===== src/hw/acp_pkg.sv =====
// constants for the audio core peripheral block
// Summary of operation
// - writing timer A reload high byte copies full reload into counter
// - timer interrupt period is 65536 minus reload in core clocks
// - timer A control bit 0 run enable, bit 1 interrupt enable
// - any write to timer A clear address clears its flag
// - timer B mirrors timer A at its own addresses
// - converter outputs use sample bits 15 to 4 only
// - serial audio drives 16-bit stereo on port B pins 4-6 when enabled
// - serial audio control bit 1 selects MSB-justified or I2S framing
// - vectors: NMI 0ffa, external 0ffe, timer A 0ff8, B 0ff6, doorbell 0ff4
// - masked interrupts still set their flags but are not requested; doorbell has no mask
// - control bit 4 drives the main processor interrupt line
// - rising doorbell pulse from main processor sets doorbell flag
// - reading interrupt control clears incoming doorbell flag
// - external source is pin B7 falling edge or external write done
// - sleep bit halts core; unmasked interrupts wake it
// - multiply 16x16 into results 0-3, starts on high byte, 16 cycles
// - multiply changes multiplicand bytes, keeps operand bytes 0-1
// - divide 32 by 16, starts on divisor high byte, 32 cycles
// - remainder in results 4-5 directly when quotient lsb is 0
// - divide changes operand bytes 0-3, keeps divisor bytes
// - each pin has direction, attribute and data bit
package acp_pkg;
   localparam int AXI_AW = 16;
   localparam logic [13:0] IX_TA_LO = 14'h2100;
   localparam logic [13:0] IX_TA_HI = 14'h2101;
   localparam logic [13:0] IX_TA_CTL = 14'h2102;
   localparam logic [13:0] IX_TA_CLR = 14'h2103;
   localparam logic [13:0] IX_TB_LO = 14'h2110;
   localparam logic [13:0] IX_TB_HI = 14'h2111;
   localparam logic [13:0] IX_TB_CTL = 14'h2112;
   localparam logic [13:0] IX_TB_CLR = 14'h2113;
   localparam logic [13:0] IX_L_LO = 14'h2118;
   localparam logic [13:0] IX_L_HI = 14'h2119;
   localparam logic [13:0] IX_R_LO = 14'h211a;
   localparam logic [13:0] IX_R_HI = 14'h211b;
   localparam logic [13:0] IX_ISC = 14'h211c;
   localparam logic [13:0] IX_SA = 14'h211d;
   localparam logic [13:0] IX_OP0 = 14'h2130;
   localparam logic [13:0] IX_OP1 = 14'h2131;
   localparam logic [13:0] IX_OP2 = 14'h2132;
   localparam logic [13:0] IX_OP3 = 14'h2133;
   localparam logic [13:0] IX_MC_LO = 14'h2134;
   localparam logic [13:0] IX_MC_HI = 14'h2135;
   localparam logic [13:0] IX_DV_LO = 14'h2136;
   localparam logic [13:0] IX_DV_HI = 14'h2137;
   localparam logic [13:0] IX_PA_DAT = 14'h2140;
   localparam logic [13:0] IX_PA_DIR = 14'h2141;
   localparam logic [13:0] IX_PA_ATT = 14'h2142;
   localparam logic [13:0] IX_PB_DAT = 14'h2144;
   localparam logic [13:0] IX_PB_DIR = 14'h2145;
   localparam logic [13:0] IX_PB_ATT = 14'h2146;
   localparam int CTL_RUN = 0;
   localparam int CTL_IE = 1;
   localparam int ISC_EXT_EN = 0;
   localparam int ISC_NMI_EN = 1;
   localparam int ISC_EXT_SEL = 2;
   localparam int ISC_SLEEP = 3;
   localparam int ISC_DB_OUT = 4;
   localparam int SA_EN = 0;
   localparam int SA_FMT = 1;
   localparam int PB_BCLK = 4;
   localparam int PB_SDAT = 5;
   localparam int PB_WSEL = 6;
   localparam int PB_EXT = 7;
   localparam logic [15:0] VEC_NMI = 16'h0ffa;
   localparam logic [15:0] VEC_EXT = 16'h0ffe;
   localparam logic [15:0] VEC_TA = 16'h0ff8;
   localparam logic [15:0] VEC_TB = 16'h0ff6;
   localparam logic [15:0] VEC_DB = 16'h0ff4;
   localparam logic [15:0] VEC_RST = 16'h0ffc;
   localparam logic [15:0] TMR_TOP = 16'hffff;
   localparam logic [5:0] MUL_CYC = 6'h10;
   localparam logic [5:0] DIV_CYC = 6'h20;
   localparam int CLK_NS = 10;
   localparam int SA_BCLK_NS = 80;
   localparam int SA_HALF_CYC = SA_BCLK_NS / 2 / CLK_NS;
   localparam logic [1:0] RESP_OK = 2'h0;
   localparam logic [1:0] RESP_ERR = 2'h2;
   typedef enum logic [2:0] {
      AR_IDLE = 3'h1,
      AR_MUL = 3'h2,
      AR_DIV = 3'h4
   } arith_t;
endpackage : acp_pkg


===== src/hw/acp_top.sv =====
// audio core peripherals: timers, interrupts, arithmetic, audio, pins
//
// The AXI4-Lite register port was left to the implementer.
`timescale 1ns/1ps
`default_nettype none
module acp_top (
   // clock and reset
   input wire logic CLK_I,
   input wire logic ARST_N_I,
   // axi4-lite slave
   input wire logic [acp_pkg::AXI_AW-1:0] AWADDR_I,
   input wire logic AWVALID_I,
   output logic AWREADY_O,
   input wire logic [31:0] WDATA_I,
   input wire logic [3:0] WSTRB_I,
   input wire logic WVALID_I,
   output logic WREADY_O,
   output logic [1:0] BRESP_O,
   output logic BVALID_O,
   input wire logic BREADY_I,
   input wire logic [acp_pkg::AXI_AW-1:0] ARADDR_I,
   input wire logic ARVALID_I,
   output logic ARREADY_O,
   output logic [31:0] RDATA_O,
   output logic [1:0] RRESP_O,
   output logic RVALID_O,
   input wire logic RREADY_I,
   // main processor side
   input wire logic DOORBELL_I,
   input wire logic NMI_I,
   input wire logic EXT_WRITE_DONE_I,
   output logic MAIN_IRQ_O,
   // core side
   output logic IRQ_REQ_O,
   output logic NMI_REQ_O,
   output logic [15:0] VECTOR_O,
   output logic SLEEP_O,
   // converter
   output logic [11:0] DAC_L_O,
   output logic [11:0] DAC_R_O,
   // port a pins
   input wire logic [7:0] PA_I,
   output logic [7:0] PA_O,
   output logic [7:0] PA_OE_O,
   output logic [7:0] PA_PULL_EN_O,
   output logic [7:0] PA_PULL_UP_O,
   // port b pins
   input wire logic [7:0] PB_I,
   output logic [7:0] PB_O,
   output logic [7:0] PB_OE_O,
   output logic [7:0] PB_PULL_EN_O,
   output logic [7:0] PB_PULL_UP_O
);
   import acp_pkg::*;

   typedef struct packed {
      logic aw_got;
      logic [13:0] aw_ix;
      logic w_got;
      logic [7:0] w_b;
      logic w_en;
      logic awready;
      logic wready;
      logic bvalid;
      logic [1:0] bresp;
      logic arready;
      logic rvalid;
      logic [31:0] rdata;
      logic [1:0] rresp;
      logic [15:0] ta_rel;
      logic [15:0] ta_cnt;
      logic [1:0] ta_ctl;
      logic ta_flag;
      logic [15:0] tb_rel;
      logic [15:0] tb_cnt;
      logic [1:0] tb_ctl;
      logic tb_flag;
      logic [15:0] smp_l;
      logic [15:0] smp_r;
      logic [4:0] isc;
      logic [1:0] sa_ctl;
      logic db_flag;
      logic db_prev;
      logic ext_flag;
      logic b7_prev;
      logic [31:0] opnd;
      logic [15:0] mc;
      logic [15:0] dv;
      logic [47:0] res;
      arith_t ar;
      logic [5:0] ar_cnt;
      logic [16:0] rem;
      logic [7:0] pa_dat;
      logic [7:0] pa_dir;
      logic [7:0] pa_att;
      logic [7:0] pb_dat;
      logic [7:0] pb_dir;
      logic [7:0] pb_att;
      logic [7:0] pa_s1;
      logic [7:0] pa_s2;
      logic [7:0] pb_s1;
      logic [7:0] pb_s2;
      logic [2:0] sa_div;
      logic sa_bclk;
      logic [4:0] sa_cnt;
      logic [7:0] pa_o;
      logic [7:0] pa_oe;
      logic [7:0] pa_pe;
      logic [7:0] pa_pu;
      logic [7:0] pb_o;
      logic [7:0] pb_oe;
      logic [7:0] pb_pe;
      logic [7:0] pb_pu;
      logic [11:0] dac_l;
      logic [11:0] dac_r;
      logic main_irq;
      logic irq_req;
      logic nmi_req;
      logic [15:0] vec;
      logic sleep;
   } state_t;

   state_t q;
   state_t d;
   logic [1:0] rst_sync_q;
   logic rst_n;
   logic wr;
   logic rd;
   logic [13:0] rd_ix;
   logic [7:0] rv;
   logic rmap;
   logic [16:0] dr;
   logic [32:0] adj;
   logic [4:0] pos;
   logic [15:0] cur;
   logic ext_ev;
   logic [7:0] pbo;
   logic [7:0] pbe;

   // reset release through two flops
   always_ff @(posedge CLK_I or negedge ARST_N_I) begin
      if (!ARST_N_I) begin
         rst_sync_q <= 2'h0;
      end else begin
         rst_sync_q <= {rst_sync_q[0], 1'b1};
      end
   end
   assign rst_n = rst_sync_q[1];

   assign wr = q.aw_got & q.w_got & ~q.bvalid;
   assign rd = ARVALID_I & q.arready;
   assign rd_ix = ARADDR_I[15:2];

   // register read mux
   always_comb begin
      rv = 8'h0;
      rmap = 1'b1;
      case (rd_ix)
         IX_TA_LO: rv = q.ta_rel[7:0];
         IX_TA_HI: rv = q.ta_rel[15:8];
         IX_TA_CTL: rv = {6'h0, q.ta_ctl};
         IX_TB_LO: rv = q.tb_rel[7:0];
         IX_TB_HI: rv = q.tb_rel[15:8];
         IX_TB_CTL: rv = {6'h0, q.tb_ctl};
         IX_TA_CLR, IX_TB_CLR, IX_DV_LO, IX_DV_HI: rv = 8'h0;
         IX_L_LO: rv = q.smp_l[7:0];
         IX_L_HI: rv = q.smp_l[15:8];
         IX_R_LO: rv = q.smp_r[7:0];
         IX_R_HI: rv = q.smp_r[15:8];
         IX_ISC: rv = {q.db_flag, q.ext_flag, 1'b0, q.isc};
         IX_SA: rv = {6'h0, q.sa_ctl};
         IX_OP0: rv = q.res[7:0];
         IX_OP1: rv = q.res[15:8];
         IX_OP2: rv = q.res[23:16];
         IX_OP3: rv = q.res[31:24];
         IX_MC_LO: rv = q.res[39:32];
         IX_MC_HI: rv = q.res[47:40];
         IX_PA_DAT: rv = (q.pa_dir & q.pa_dat) | (~q.pa_dir & q.pa_s2);
         IX_PA_DIR: rv = q.pa_dir;
         IX_PA_ATT: rv = q.pa_att;
         IX_PB_DAT: rv = (q.pb_dir & q.pb_dat) | (~q.pb_dir & q.pb_s2);
         IX_PB_DIR: rv = q.pb_dir;
         IX_PB_ATT: rv = q.pb_att;
         default: rmap = 1'b0;
      endcase
   end

   always_comb begin
      d = q;
      dr = 17'h0;
      adj = 33'h0;
      // axi write channel
      if (AWVALID_I & q.awready) begin
         d.aw_got = 1'b1;
         d.aw_ix = AWADDR_I[15:2];
      end
      if (WVALID_I & q.wready) begin
         d.w_got = 1'b1;
         d.w_b = WDATA_I[7:0];
         d.w_en = WSTRB_I[0];
      end
      if (q.bvalid & BREADY_I) begin
         d.bvalid = 1'b0;
      end
      // pin synchronisers
      d.pa_s1 = PA_I;
      d.pa_s2 = q.pa_s1;
      d.pb_s1 = PB_I;
      d.pb_s2 = q.pb_s1;
      d.b7_prev = q.pb_s2[PB_EXT];
      d.db_prev = DOORBELL_I;
      // timers count while running
      if (q.ta_ctl[CTL_RUN]) begin
         if (q.ta_cnt == TMR_TOP) begin
            d.ta_cnt = q.ta_rel;
         end else begin
            d.ta_cnt = q.ta_cnt + 16'h1;
         end
      end
      if (q.tb_ctl[CTL_RUN]) begin
         if (q.tb_cnt == TMR_TOP) begin
            d.tb_cnt = q.tb_rel;
         end else begin
            d.tb_cnt = q.tb_cnt + 16'h1;
         end
      end
      // arithmetic unit
      case (q.ar)
         AR_IDLE: begin
         end
         AR_MUL: begin
            if (q.mc[0]) begin
               d.res[31:0] = q.res[31:0]
                  + 32'({16'h0, q.opnd[15:0]} << q.ar_cnt);
            end
            d.mc = {1'b0, q.mc[15:1]};
            d.ar_cnt = q.ar_cnt + 6'h1;
            if (q.ar_cnt == MUL_CYC - 6'h1) begin
               d.ar = AR_IDLE;
            end
         end
         AR_DIV: begin
            dr = {q.rem[15:0], q.opnd[31]};
            d.opnd = {q.opnd[30:0], 1'b0};
            if (dr >= {1'b0, q.dv}) begin
               dr = dr - {1'b0, q.dv};
               d.opnd[0] = 1'b1;
            end
            d.rem = dr;
            d.ar_cnt = q.ar_cnt + 6'h1;
            if (q.ar_cnt == DIV_CYC - 6'h1) begin
               d.ar = AR_IDLE;
               d.res[31:0] = d.opnd;
               adj = {16'h0, dr} + {1'b0, d.opnd};
               if (d.opnd[0]) begin
                  d.res[47:32] = adj[16:1];
               end else begin
                  d.res[47:32] = dr[15:0];
               end
            end
         end
         default: d.ar = AR_IDLE;
      endcase
      // register writes
      if (wr) begin
         d.aw_got = 1'b0;
         d.w_got = 1'b0;
         d.bvalid = 1'b1;
         d.bresp = RESP_OK;
         if (q.w_en) begin
            case (q.aw_ix)
               IX_TA_LO: d.ta_rel[7:0] = q.w_b;
               IX_TA_HI: begin
                  d.ta_rel[15:8] = q.w_b;
                  d.ta_cnt = {q.w_b, q.ta_rel[7:0]};
               end
               IX_TA_CTL: d.ta_ctl = q.w_b[1:0];
               IX_TA_CLR: d.ta_flag = 1'b0;
               IX_TB_LO: d.tb_rel[7:0] = q.w_b;
               IX_TB_HI: begin
                  d.tb_rel[15:8] = q.w_b;
                  d.tb_cnt = {q.w_b, q.tb_rel[7:0]};
               end
               IX_TB_CTL: d.tb_ctl = q.w_b[1:0];
               IX_TB_CLR: d.tb_flag = 1'b0;
               IX_L_LO: d.smp_l[7:0] = q.w_b;
               IX_L_HI: d.smp_l[15:8] = q.w_b;
               IX_R_LO: d.smp_r[7:0] = q.w_b;
               IX_R_HI: d.smp_r[15:8] = q.w_b;
               IX_ISC: begin
                  d.isc = q.w_b[4:0];
                  d.ext_flag = 1'b0;
                  d.sleep = q.w_b[ISC_SLEEP];
               end
               IX_SA: d.sa_ctl = q.w_b[1:0];
               IX_OP0: d.opnd[7:0] = q.w_b;
               IX_OP1: d.opnd[15:8] = q.w_b;
               IX_OP2: d.opnd[23:16] = q.w_b;
               IX_OP3: d.opnd[31:24] = q.w_b;
               IX_MC_LO: d.mc[7:0] = q.w_b;
               IX_MC_HI: begin
                  d.mc[15:8] = q.w_b;
                  d.res[31:0] = 32'h0;
                  d.ar_cnt = 6'h0;
                  d.ar = AR_MUL;
               end
               IX_DV_LO: d.dv[7:0] = q.w_b;
               IX_DV_HI: begin
                  d.dv[15:8] = q.w_b;
                  d.rem = 17'h0;
                  d.ar_cnt = 6'h0;
                  d.ar = AR_DIV;
               end
               IX_PA_DAT: d.pa_dat = q.w_b;
               IX_PA_DIR: d.pa_dir = q.w_b;
               IX_PA_ATT: d.pa_att = q.w_b;
               IX_PB_DAT: d.pb_dat = q.w_b;
               IX_PB_DIR: d.pb_dir = q.w_b;
               IX_PB_ATT: d.pb_att = q.w_b;
               default: d.bresp = RESP_ERR;
            endcase
         end
      end
      // axi read channel
      if (q.rvalid & RREADY_I) begin
         d.rvalid = 1'b0;
      end
      if (rd) begin
         d.rvalid = 1'b1;
         d.rdata = {24'h0, rv};
         d.rresp = rmap ? RESP_OK : RESP_ERR;
         if (rd_ix == IX_ISC) begin
            d.db_flag = 1'b0;
         end
      end
      d.awready = ~d.aw_got & ~d.bvalid;
      d.wready = ~d.w_got & ~d.bvalid;
      d.arready = ~d.rvalid;
      // event flags: set wins over clear
      if (q.ta_ctl[CTL_RUN] & (q.ta_cnt == TMR_TOP)) begin
         d.ta_flag = 1'b1;
      end
      if (q.tb_ctl[CTL_RUN] & (q.tb_cnt == TMR_TOP)) begin
         d.tb_flag = 1'b1;
      end
      if (DOORBELL_I & ~q.db_prev) begin
         d.db_flag = 1'b1;
      end
      ext_ev = q.isc[ISC_EXT_SEL] ? EXT_WRITE_DONE_I
         : (q.b7_prev & ~q.pb_s2[PB_EXT]);
      if (ext_ev) begin
         d.ext_flag = 1'b1;
      end
      // interrupt requests and vector
      d.nmi_req = NMI_I & d.isc[ISC_NMI_EN];
      d.irq_req = (d.ext_flag & d.isc[ISC_EXT_EN])
         | (d.ta_flag & d.ta_ctl[CTL_IE])
         | (d.tb_flag & d.tb_ctl[CTL_IE])
         | d.db_flag;
      if (d.nmi_req) begin
         d.vec = VEC_NMI;
      end else if (d.ext_flag & d.isc[ISC_EXT_EN]) begin
         d.vec = VEC_EXT;
      end else if (d.ta_flag & d.ta_ctl[CTL_IE]) begin
         d.vec = VEC_TA;
      end else if (d.tb_flag & d.tb_ctl[CTL_IE]) begin
         d.vec = VEC_TB;
      end else if (d.db_flag) begin
         d.vec = VEC_DB;
      end else begin
         d.vec = VEC_RST;
      end
      if (d.nmi_req | d.irq_req) begin
         d.sleep = 1'b0;
      end
      d.main_irq = d.isc[ISC_DB_OUT];
      d.dac_l = q.smp_l[15:4];
      d.dac_r = q.smp_r[15:4];
      // serial audio bit clock and frame counter
      if (q.sa_ctl[SA_EN]) begin
         if (q.sa_div == 3'(SA_HALF_CYC - 1)) begin
            d.sa_div = 3'h0;
            d.sa_bclk = ~q.sa_bclk;
            if (q.sa_bclk) begin
               d.sa_cnt = q.sa_cnt + 5'h1;
            end
         end else begin
            d.sa_div = q.sa_div + 3'h1;
         end
      end else begin
         d.sa_div = 3'h0;
         d.sa_bclk = 1'b0;
         d.sa_cnt = 5'h0;
      end
      pos = q.sa_cnt - {4'h0, q.sa_ctl[SA_FMT]};
      cur = pos[4] ? q.smp_r : q.smp_l;
      // pin drivers
      d.pa_o = q.pa_dir & q.pa_dat;
      d.pa_oe = q.pa_dir;
      d.pa_pe = ~q.pa_dir & q.pa_att;
      d.pa_pu = q.pa_dat;
      pbo = q.pb_dir & q.pb_dat;
      pbe = q.pb_dir;
      if (q.sa_ctl[SA_EN]) begin
         pbo[PB_BCLK] = q.sa_bclk;
         pbo[PB_SDAT] = cur[~pos[3:0]];
         pbo[PB_WSEL] = q.sa_cnt[4];
         pbe[PB_BCLK] = 1'b1;
         pbe[PB_SDAT] = 1'b1;
         pbe[PB_WSEL] = 1'b1;
      end
      d.pb_o = pbo;
      d.pb_oe = pbe;
      d.pb_pe = ~pbe & q.pb_att;
      d.pb_pu = q.pb_dat;
   end

   always_ff @(posedge CLK_I or negedge rst_n) begin
      if (!rst_n) begin
         q <= '0;
         q.ar <= AR_IDLE;
         q.vec <= VEC_RST;
      end else begin
         q <= d;
      end
   end

   assign AWREADY_O = q.awready;
   assign WREADY_O = q.wready;
   assign BRESP_O = q.bresp;
   assign BVALID_O = q.bvalid;
   assign ARREADY_O = q.arready;
   assign RDATA_O = q.rdata;
   assign RRESP_O = q.rresp;
   assign RVALID_O = q.rvalid;
   assign MAIN_IRQ_O = q.main_irq;
   assign IRQ_REQ_O = q.irq_req;
   assign NMI_REQ_O = q.nmi_req;
   assign VECTOR_O = q.vec;
   assign SLEEP_O = q.sleep;
   assign DAC_L_O = q.dac_l;
   assign DAC_R_O = q.dac_r;
   assign PA_O = q.pa_o;
   assign PA_OE_O = q.pa_oe;
   assign PA_PULL_EN_O = q.pa_pe;
   assign PA_PULL_UP_O = q.pa_pu;
   assign PB_O = q.pb_o;
   assign PB_OE_O = q.pb_oe;
   assign PB_PULL_EN_O = q.pb_pe;
   assign PB_PULL_UP_O = q.pb_pu;

   a_reload_high_copy: assert property (
      @(posedge CLK_I) disable iff (!rst_n)
      (wr & q.w_en & (q.aw_ix == IX_TA_HI))
      |=> (q.ta_cnt == {$past(q.w_b), q.ta_rel[7:0]}))
      else $error("timer a counter not loaded from reload");
   a_timer_flag_set: assert property (
      @(posedge CLK_I) disable iff (!rst_n)
      (q.ta_ctl[CTL_RUN] & (q.ta_cnt == TMR_TOP)
         & ~(wr & q.w_en & (q.aw_ix == IX_TA_HI)))
      |=> (q.ta_flag && q.ta_cnt == $past(q.ta_rel)))
      else $error("timer a overflow did not flag and reload");
   a_timer_clear: assert property (
      @(posedge CLK_I) disable iff (!rst_n)
      (wr & q.w_en & (q.aw_ix == IX_TA_CLR)
         & ~(q.ta_ctl[CTL_RUN] & (q.ta_cnt == TMR_TOP)))
      |=> !q.ta_flag)
      else $error("timer a flag not cleared");
   a_dac_msbs: assert property (
      @(posedge CLK_I) disable iff (!rst_n)
      ##1 (DAC_L_O == $past(q.smp_l[15:4]))
         && (DAC_R_O == $past(q.smp_r[15:4])))
      else $error("converter word not sample bits 15 to 4");
   a_irq_masked: assert property (
      @(posedge CLK_I) disable iff (!rst_n)
      (!d.ta_ctl[CTL_IE] && !d.tb_ctl[CTL_IE]
         && !d.isc[ISC_EXT_EN] && !d.db_flag)
      |=> !IRQ_REQ_O)
      else $error("masked interrupt was requested");
   a_doorbell_out: assert property (
      @(posedge CLK_I) disable iff (!rst_n)
      (wr & q.w_en & (q.aw_ix == IX_ISC))
      |=> ##1 (MAIN_IRQ_O == $past(q.w_b[ISC_DB_OUT], 2)))
      else $error("main interrupt line not following bit 4");
   a_doorbell_rdclr: assert property (
      @(posedge CLK_I) disable iff (!rst_n)
      (rd && rd_ix == IX_ISC && !(DOORBELL_I && !q.db_prev))
      |=> !q.db_flag)
      else $error("doorbell flag not cleared by read");
   a_mul_length: assert property (
      @(posedge CLK_I) disable iff (!rst_n)
      (wr & q.w_en & (q.aw_ix == IX_MC_HI))
      |-> ##16 (q.ar == AR_MUL) ##1 (q.ar == AR_IDLE))
      else $error("multiply not 16 cycles");
   a_div_length: assert property (
      @(posedge CLK_I) disable iff (!rst_n)
      (wr & q.w_en & (q.aw_ix == IX_DV_HI))
      |-> ##32 (q.ar == AR_DIV) ##1 (q.ar == AR_IDLE))
      else $error("divide not 32 cycles");
   a_pin_drive: assert property (
      @(posedge CLK_I) disable iff (!rst_n)
      ##1 (PA_OE_O == $past(q.pa_dir))
         && (PA_PULL_EN_O == ($past(~q.pa_dir & q.pa_att))))
      else $error("port a drive or pull wrong");
endmodule : acp_top
`default_nettype wire

===== config.mk =====
export PLATFORM = sky130hd
export DESIGN_NAME = acp_top
export DESIGN_NICKNAME = d
export VERILOG_FILES = /design/src/hw/acp_pkg.sv /design/src/hw/acp_top.sv
export SDC_FILE = /design/constraint.sdc
export NUM_CORES = 1
export LEC_CHECK = 0
export BUFFER_PORTS_ARGS = -buffer_cell sky130_fd_sc_hd__buf_2
export CORE_UTILIZATION = 45
export DETAILED_ROUTE_END_ITERATION = 6
export MAX_ROUTING_LAYER = met4
export SETUP_SLACK_MARGIN = 0.02
export SYNTH_ARGS = -nofsm -noshare
export SYNTH_HDL_FRONTEND = slang
export SYNTH_SLANG_ARGS = --single-unit

===== constraint.sdc =====
create_clock -name CLK_I -period 44.1 [get_ports CLK_I]
set_input_delay 2.205 -clock CLK_I [delete_from_list [all_inputs] [get_ports CLK_I]]
set_output_delay 2.205 -clock CLK_I [all_outputs]
set_load 0.01 [all_outputs]

==> impl_metrics.yaml, run 1 <==
clocking:
  ctsResizeCount: 0
  cts_tree: "done"
  h-tree-depth: 2
  numCtsBuffers: 53
  clock-sinks: 475
  clk_path_buf_depth: 3
  path_clk_slew_ps: 60
  cts_hold_buffers: 0
  cts-root-buf: "clkbuf_16"
  postCtsSetupBuffers: 0
  worstSkewPairLatency_ps: 610
flow_run:
  cap_violations: 0
grt:
  antenna_found_initial: 2
  grt_max_degree: 79
  grtUsageTotal: 0.2691
  grt_pass1_wl_mm: 114.1
  grtUsageMet3: 0.04310
  grt_pass1_vias: 19090
  use_met2: 0.4226
  grt-busiest-layer: "met2"
  grt_overflow: 0
  met1_usage: 0.3497
synthesis:
  yosysMostFrequentCell: "dfrtp_1"
  netlist_top_cells_area: "dfrtp_1 (46%), mux2_2 (5.9%), nand2_1 (5.4%)"
  synth_edf_count: 0
  synth_compound_area_frac: 0.1404
  synth_fa_ha_area_frac: 0.03630
  ys_seq_area_frac: 0.4674
  yosysUniqueCellTypes: 82
  synth_xor_xnor_area_share: 0.02646
  synth_top_cell_area_share: 0.4643
  synth_area_leader_cell: "dfrtp_1"
  yosys_warnings: 0
  synthSimpleGateAreaFrac: 0.1576
  ys_top_cells_by_count: "dfrtp_1 (472), nand2_1 (365), nor2_1 (224)"
  synth_area_per_cell_um2: 9.701
  synthFlopType: "dfrtp_1"
  syn-cell-area_um2: 25440
  synth_top_family_by_area: "simple AND/OR/NAND/NOR gates"
  ys_ff_latch: 475
  syn_inst: 2622
  async_flop_share: 1.000
  synth_mux_area_frac: 0.09823
timing:
  rsz0062_at_grt: "false"
  hold_viol: 0
  final.period_utilization: 0.1207
  max_freq_ghz: 0.1879
  tightest_slew_ps: 1245
  maxSlewHeadroom: 0.1625
  setup_viol: 0
  period_minus_slack_ps: 5321
  skew_ps: 25.17
  tns_ps: 0
  slew_viol_final: 0
worst_setup_path:
  required_ps: 44540
  slowest_delay_ps: 510
  slowest_stage: "buf_4"
  cp.arrival_ps: 5760
  cp_common_cell: "o21ai_0"
  start_kind: "flip-flop"
  critPathMaxFanout: 58
  worst_setup_path_end_kind: "flip-flop"
  crit_path_cell_trace: "ha_1 -> nor2b_1 -> o21ai_1 -> a21boi_0 -> o21a_1 -> o311ai_4 -> buf_4 -> o21ai_0 -> ha_1 -> nor2b_1 -> o21ai_0 -> a21boi_0 -> o21ai_0 -> a21oi_1 -> o2111ai_1 -> a31oi_1 -> xnor2_1 -> nor2_1 -> a21oi_1 -> o21ai_0"
  critPathKind: "reg -> reg"
route:
  route.detailed.drc: 0
  drt_wl_total_mm: 74.80
  avgRoutedWirePerCell_um: 21.81
  ant_nets: 0
  viasPerCell: 5.688
  drt-pass1-iter-count: 6
  drt-initial-drc-count: 1620
  num_vias: 19500
floorplan:
  fp-row-count: 86
  die_y_um: 239.8
  core-area_um2: 55520
  dieArea_um2: 57480
  start_util: 0.4581
  die_x_um: 239.8
  ios: 243
pwr:
  irDropWorstVdd_v: 0.00002514
  leakage_nw: 13.19
  power.total_mw: 1.092
  p_per_area_nw_per_um2: 39.20
finish:
  seqCellArea_um2: 11900
  drive_above_1_share: 0.1784
  fin_nets: 2803
  final_area_um2: 27860
  area_growth_pct: 9.538
  fin_util: 0.5018
  multi_input_area_um2: 11850
  n_fill_cell: 5146
hold_path:
  hold_path.class: "reg -> reg"
place:
  placed_cell_area_um2: 25990
  numPortBuffers: 172
  gp_congestion: 0.9435
  dp_hpwl_mm: 53.72
status:
  status: "completed"
[power breakdown]
group	internal (mW)	total (mW)	switching, mW
registers	0.457	0.496	0.0394
clock network	0.289	0.473	0.184
logic	0.0400	0.123	0.0832
total	0.785	1.09	0.307
[critical path: cells and delay by family, from the launching register on]
family / cells / cell delay (ps)
compound gates: 13 / 2870
fa+ha+maj: 2 / 740
buf+inv: 1 / 510
flops: 1 / 440
simple gates: 3 / 400
xor+xnor: 1 / 160
[placed cells by master, fill, tap and decap left out, drive strengths merged, types with 21 or more instances in the layout]
cell    count
buf       197
nor2b      35
mux2      139
nand3      45
o21ai     135
nor2      228
nand2     365
clkbuf     72
mux4       21
ha         69
a21o       29
nand2b     24
and2       31
xnor2      48
nor3       41
a21oi     159
a31oi      58
inv        74
a22oi      46
mux2i      46
a221oi     24
conb       40
and3       21
dfrtp     472
nand4      26
xor2       28
[stage by stage]
stage          setup WS [ps]  hold WS (ps)  std cells
2_1_floorplan          29890         331.2       2660
3_3_place_gp           38840         336.4       3330
3_5_place_dp           38780         334.7       3330
4_1_cts                38880         334.0       3427
5_1_grt                38360         345.0       3429
6_report               38780         333.3       3429
[layer usage]
| metal | part of all wire | vias up |
|---|---|---|
| met4 | 0.038 | 0 |
| li1 | - | 9035 |
| met1 | 0.44 | 9715 |
| met2 | 0.47 | 609 |
| met3 | 0.058 | 144 |
| met5 | 0 | - |
[cells by family (layout without fill, tap and decap cells)]
| family | count (synthesis) | after routing |
|---|---|---|
| AOI/OAI and AO/OA | 568 | 568 |
| xor gates and xnor gates | 76 | 76 |
| adders and majority gates | 72 | 72 |
| buffers and inverters | 346 | 365 |
| DFF | 475 | 475 |
| muxes | 206 | 206 |
| other | 2 | 42 |
| and+or+nand+nor | 877 | 877 |
[final cells by class]
class	instances	area share
multi-input cells	1839	0.4253
clock inverters	25	0.01347
well taps	748	0.03359
clock buffers	72	0.05339
inverters	71	0.009565
repair buffers	197	0.03763
diodes	2	0.0001796
flip-flops and latches	475	0.4269
[sequential cells by signal (all words and copies together) (netlist names), 12 cells and up]
signal / flops
DAC_L_O: 12
q: 294
DAC_R_O: 12
d: 70
[final timing paths]
kind | startpoint | to | slack (ps) | cells past startpoint
worst max-delay path | q[197] | q[268] | 38780 | 20
worst min-delay path | d[120] | q[120] | 330 | 0
worst max register to register | q[197] | q[268] | 38780 | 20
worst min register to register | d[120] | q[120] | 330 | 0
max in group asynchronous | rst_sync_q[1] | q[389] | 41180 | 2
min in group asynchronous | rst_sync_q[1] | q[503] | 440 | 0
No activity file was read; power rests on OpenSTA's default activity.
==> run 2, diff against run 1 <==
Settings changed: ABC_AREA set to 1.
Clock period 44.1 ns to 5.55 ns, I/O delays scaled along.
==> run 2 against run 1 <==
  * Area after synthesis is 4.8% higher
  * Final area is 6.4% higher
  * Register-to-register slack worse by 38000 ps
  * Die area is 4.7% higher
  * Critical endpoint is now q[269]
==> impl_metrics.yaml, run 2 <==
grt:
  antenna_found_initial: 2
  grt_overflow: 0
  grt_pass1_vias: 22470
  grt-busiest-layer: "met2"
  grt_max_degree: 191
  grt_pass1_wl_mm: 137.3
  use_met2: 0.4654
  met1_usage: 0.4316
  grtUsageTotal: 0.3075
  grtUsageMet3: 0.04071
timing:
  maxSlewHeadroom: 0.2908
  rsz0062_at_grt: "false"
  setup_viol: 0
  setup_slack_ps: 1098
  skew_ps: 31.19
  period_minus_slack_ps: 4452
  tightest_slew_ps: 1064
  max_freq_ghz: 0.2246
  final.period_utilization: 0.8022
  slew_viol_final: 0
  hold_viol: 0
  tns_ps: 0
clocking:
  cts_tree: "done"
  h-tree-depth: 2
  path_clk_slew_ps: 60
  clk_path_buf_depth: 3
  cts-root-buf: "clkbuf_16"
  numCtsBuffers: 53
  clock-sinks: 475
  postCtsSetupBuffers: 0
  worstSkewPairLatency_ps: 630
  ctsResizeCount: 0
place:
  numPortBuffers: 172
  gp_congestion: 1.025
  preCtsSetupSlack_ps: 1246
  dp_hpwl_mm: 66.17
finish:
  drive_above_1_share: 0.1067
  fin_nets: 3626
  final_cell_mix: "nand2_1 (723), dfrtp_1 (471), inv_1 (406), o21ai_0 (313), nor2_1 (262)"
  final_common_cell: "nand2_1"
  top_register: "q"
  largest_register_ffs: 294
  fin_util: 0.5101
  area_growth_pct: 11.29
synthesis:
  yosysMostFrequentCell: "nand2_1"
  ys_ff_latch: 475
  yosysUniqueCellTypes: 72
  synthFlopType: "dfrtp_1"
  synth_area_per_cell_um2: 7.898
  synth_top_cell_area_share: 0.4432
  yosys_warnings: 0
  ys_top_cells_by_count: "nand2_1 (723), dfrtp_1 (472), inv_1 (406)"
  syn-cell-area_um2: 26650
  async_flop_share: 1.000
  synth_edf_count: 0
  ys_seq_area_frac: 0.4462
  syn_inst: 3374
  synth_area_leader_cell: "dfrtp_1"
  netlist_top_cells_area: "dfrtp_1 (44%), nand2_1 (10%), o21ai_0 (5.9%)"
flow_run:
  cap_violations: 0
worst_setup_path:
  critPathKind: "reg -> reg"
  start_kind: "flip-flop"
  worst_setup_path_end_kind: "flip-flop"
  required_ps: 6050
  critPathMaxFanout: 22
  cp.arrival_ps: 4950
  r2r_slack_ps: 1100
route:
  avgRoutedWirePerCell_um: 20.97
  drt-initial-drc-count: 2316
  drt-pass1-iter-count: 6
  num_vias: 23740
  drt_wl_total_mm: 89.53
  viasPerCell: 5.560
  ant_nets: 0
  route.detailed.drc: 0
floorplan:
  ios: 243
  die_x_um: 245.4
  start_util: 0.4584
  die_y_um: 245.4
  core-area_um2: 58140
  dieArea_um2: 60200
  fp-row-count: 88
status:
  status: "completed"
hold_path:
  hold_path.class: "in -> reg"
pwr:
  p_per_area_nw_per_um2: 308.1
  irDropWorstVdd_v: 0.0002385
  leakage_nw: 15.03
## run 2: cell count changes after synthesis, moves of 31 or more
cell	change
nor2_1	+39
mux2i_1	-41
nor2b_1	-35
nand3_1	+93
clkbuf_1	-36
o21ai_0	+191
a31oi_1	-38
o22ai_1	+77
inv_1	+336
o211ai_1	+31
nand2_1	+358
mux2_2	-133
## run 2: worst paths after layout
kind,start,end,depth (start not counted)
worst max-delay path,q[204],q[269],22
worst min-delay path,EXT_WRITE_DONE_I,q[336],3
worst max register to register,q[204],q[269],22
worst min register to register,d[117],q[117],0
max in group asynchronous,rst_sync_q[1],d[136],1
min in group asynchronous,rst_sync_q[1],q[498],0
## run 2: stage by stage
step	std cells	area, um2	power (mW)	hold WS (ps)
3_3_place_gp	4126	27310	5.285	63.21
5_1_grt	4270	29660	9.447	39.40
2_1_floorplan	3412	26800	4.650	-18.09
3_5_place_dp	4126	27310	5.307	65.05
4_1_cts	4269	29650	9.172	4.178
6_report	4270	29660	9.137	14.61
## run 2: per-layer routing
| layer | share of wire | vias up |
|---|---|---|
| met3 | 0.068 | 154 |
| met4 | 0.028 | 0 |
| met2 | 0.45 | 895 |
| met5 | 0 | - |
| li1 | - | 11190 |
| met1 | 0.45 | 11500 |
## run 2: report_power, final
part           leakage [nW]  total [mW]  switching (mW)  internal [mW]
combinational          8.18        1.44            1.10          0.339
sequential             5.93        3.86           0.199           3.66
clock                 0.919        3.84            1.54           2.30
## run 2: area by class of cell
| cell class | count | area [um2] |
|---|---|---|
| Clock buffer | 74 | 1526 |
| Inverter | 422 | 1589 |
| Clock inverter | 25 | 374.1 |
| Timing Repair Buffer | 242 | 1521 |
| Antenna cell | 1 | 2.502 |
| Tap cell | 765 | 957.2 |
| Multi-Input combinational cell | 2266 | 11790 |
| Sequential cell | 475 | 11890 |
| Fill cell | 5643 | 28480 |
## run 2: cell families after synthesis
kind of cell / after synthesis / synth area share
and+or+nand+nor: 1300 / 0.2093
buffers and inverters: 671 / 0.1173
DFF: 475 / 0.4462
adders and majority gates: 72 / 0.03465
AOI/OAI and AO/OA: 790 / 0.1710
other: 2 / 0.0002818
xor gates and xnor gates: 59 / 0.01939
muxes: 5 / 0.001878
## run 2: timing repair
action | 4_1_cts | 5_1_grt
hold endpoints to repair | 46 | 0
setup endpoints to repair | 0 | 0
hold buffers | 44 | 0
## run 2: critical path: stages (launching register included)
cell	delay, ps
dfrtp_1	410
ha_1	430
nand2_1	120
nor2_1	150
nand3_1	100
nand3_2	160
nand2_2	80
nand2_4	220
inv_1	190
buf_4	210
o21ai_0	280
inv_1	100
ha_1	370
a21oi_1	190
inv_1	60
a31oi_1	270
nor2_1	80
a2111oi_0	500
nand2_1	110
nand2_1	80
nand3_1	90
nand2_1	90
nand2_1	50
==> run 3, diff against run 2 <==
Clock period 5.55 ns to 4.62 ns, I/O delays scaled along.
==> run 3 against run 2 <==
  * Setup slack got worse by 700 ps
  * Non-clock buffer count rose by 19
  * Maximum frequency rose by 5.4%
  * Combinational power rose by 11%
  * Critical path depth fell by 6
  * Die area did not move
  * Wire length rose by 0.17%
  * Utilization rose by 0.26 points
  * Clock skew rose by 3.2 ps
  * Power rose by 19%
  * Via count fell by 0.21%
  * Sequential share of layout area fell by 0.20 points
  * Critical endpoint is now q[248]
  * Largest power group unchanged
==> impl_metrics.yaml, run 3 (synthesized netlist as in run 2, its figures left out) <==
clocking:
  cts_hold_buffers: 48
  postCtsSetupBuffers: 0
  h-tree-depth: 2
  clock-sinks: 475
  worstSkewPairLatency_ps: 630
  numCtsBuffers: 51
  path_clk_slew_ps: 60
  clk_path_buf_depth: 3
  ctsResizeCount: 0
  cts-root-buf: "clkbuf_16"
  cts_tree: "done"
timing:
  setup_viol: 0
  final.period_utilization: 0.9140
  skew_ps: 34.37
  slew_viol_final: 0
  max_freq_ghz: 0.2368
  maxSlewHeadroom: 0.2251
  period_minus_slack_ps: 4222
  rsz0062_at_grt: "false"
  tightest_slew_ps: 1161
  hold_viol: 0
floorplan:
  die_y_um: 245.4
  core-area_um2: 58140
  fp-row-count: 88
  ios: 243
  die_x_um: 245.4
  start_util: 0.4584
  dieArea_um2: 60200
worst_setup_path:
  slowest_stage: "dfrtp_1"
  critPathMaxFanout: 30
  start_kind: "flip-flop"
  required_ps: 5150
  cp.arrival_ps: 4760
  worst_setup_path_end_kind: "flip-flop"
  slowest_delay_ps: 880
  critPathKind: "reg -> reg"
  crit_path_cell_trace: "o21ai_0 -> o21ai_0 -> nor2_1 -> a31oi_1 -> o221ai_1 -> ha_1 -> nand2_1 -> nor2_1 -> inv_1 -> o21ai_0 -> nand3b_1 -> nand2_1 -> a21o_1 -> nand3_1 -> nand2_1 -> a21oi_1"
  crit_buf_inv: 1
  critPathTopFamily: "compound AO/OA/AOI/OAI gates"
pwr:
  p_int_mw: 7.472
  p_seq_frac: 0.435
  swShare: 0.3107
  p_per_area_nw_per_um2: 363.7
  leakage_nw: 15.10
  pwr-share-comb: 0.148
  p_clk_frac: 0.417
  p_switching_mw: 3.367
  irDropWorstVdd_v: 0.0003296
route:
  num_vias: 23690
  highest_layer: "met4"
  drt-pass1-iter-count: 5
  drt-met1-wl_mm: 40.95
  drt-initial-drc-count: 2195
  routed-wl-met3_mm: 6.151
  viasPerCell: 5.530
  ant_nets: 0
  wl_met2_mm: 40.41
  drt_wl_total_mm: 89.68
  avgRoutedWirePerCell_um: 20.93
  route.detailed.drc: 0
place:
  numPortBuffers: 172
  dp_hpwl_mm: 66.83
  placed_cell_area_um2: 27450
  gp_congestion: 0.9932
finish:
  final_cell_mix: "nand2_1 (723), dfrtp_1 (471), inv_1 (406), o21ai_0 (313), nor2_1 (262)"
  fin_util: 0.5127
  drive_above_1_share: 0.1103
  fin_nets: 3643
  final_common_cell: "nand2_1"
  top_register: "q"
  area_growth_pct: 11.85
  final_area_um2: 29810
  largest_register_ffs: 294
grt:
  grt_overflow: 0
  grtUsageTotal: 0.3076
  antenna_found_initial: 3
  grt_max_degree: 135
  grt_pass1_vias: 22810
  grt_pass1_wl_mm: 137.5
flow_run:
  cap_violations: 0
hold_path:
  hold_path.class: "in -> reg"
status:
  status: "completed"
==> run 3: worst paths after layout <==
kind                               start      to  slack [ps]  cells past startpoint
max in group asynchronous  rst_sync_q[1]  q[259]        3120                      1
min in group asynchronous  rst_sync_q[1]   d[37]         330                      0
min                            AWVALID_I  q[505]          40                      4
min reg2reg                rst_sync_q[1]   d[37]         330                      0
max reg2reg                       q[214]  q[248]         400                     16
max                               q[214]  q[248]         400                     16
==> run 3: per-stage QoR <==
step / setup TNS, ps / hold WS [ps] / total power [mW] / worst slack [ps] / instances
floorplan: -7861 / -64.59 / 5.586 / -16.73 / 3412
global placement: 0 / 16.75 / 6.294 / 573.6 / 4141
detailed placement: 0 / 18.48 / 6.319 / 574.2 / 4141
CTS: 0 / 0.8146 / 10.90 / 522.6 / 4283
global route: 0 / 26.12 / 11.24 / 26.08 / 4284
finish: 0 / 38.36 / 10.84 / 397.5 / 4284
==> run 3: worst reg2reg max path: cells and delay by family (launching register included) <==
family	cells	cell delay [ps]
compound gates	7	1880
flops	1	880
buf+inv	1	50
fa+ha+maj	1	470
simple gates	7	850
==> run 3: area by class of cell <==
cell class	instances	area, um2
antenna	1	2.502
clock buffer	67	1436
clock inverter	27	435.4
fill	5605	28330
inverter	422	1589
multi-input combinational	2266	11790
sequential	475	11890
tap	765	957.2
timing repair buffer	261	1699
==> run 3: power groups by stage <==
stage	combinational [mW]	sequential, mW	clock, mW
finish	1.60	4.72	4.52
global route	1.74	4.74	4.76
CTS	1.59	4.71	4.60
detailed placement	1.54	4.78	0
global placement	1.52	4.78	0
floorplan	0.891	4.70	0
==> run 3: routing by layer <==
layer / vias to the layer above / GRT usage
li1: 11210 / -
met3: 127 / 0.04485
met1: 11540 / 0.4258
met4: 0 / 0.07691
met5: - / -
met2: 817 / 0.4737
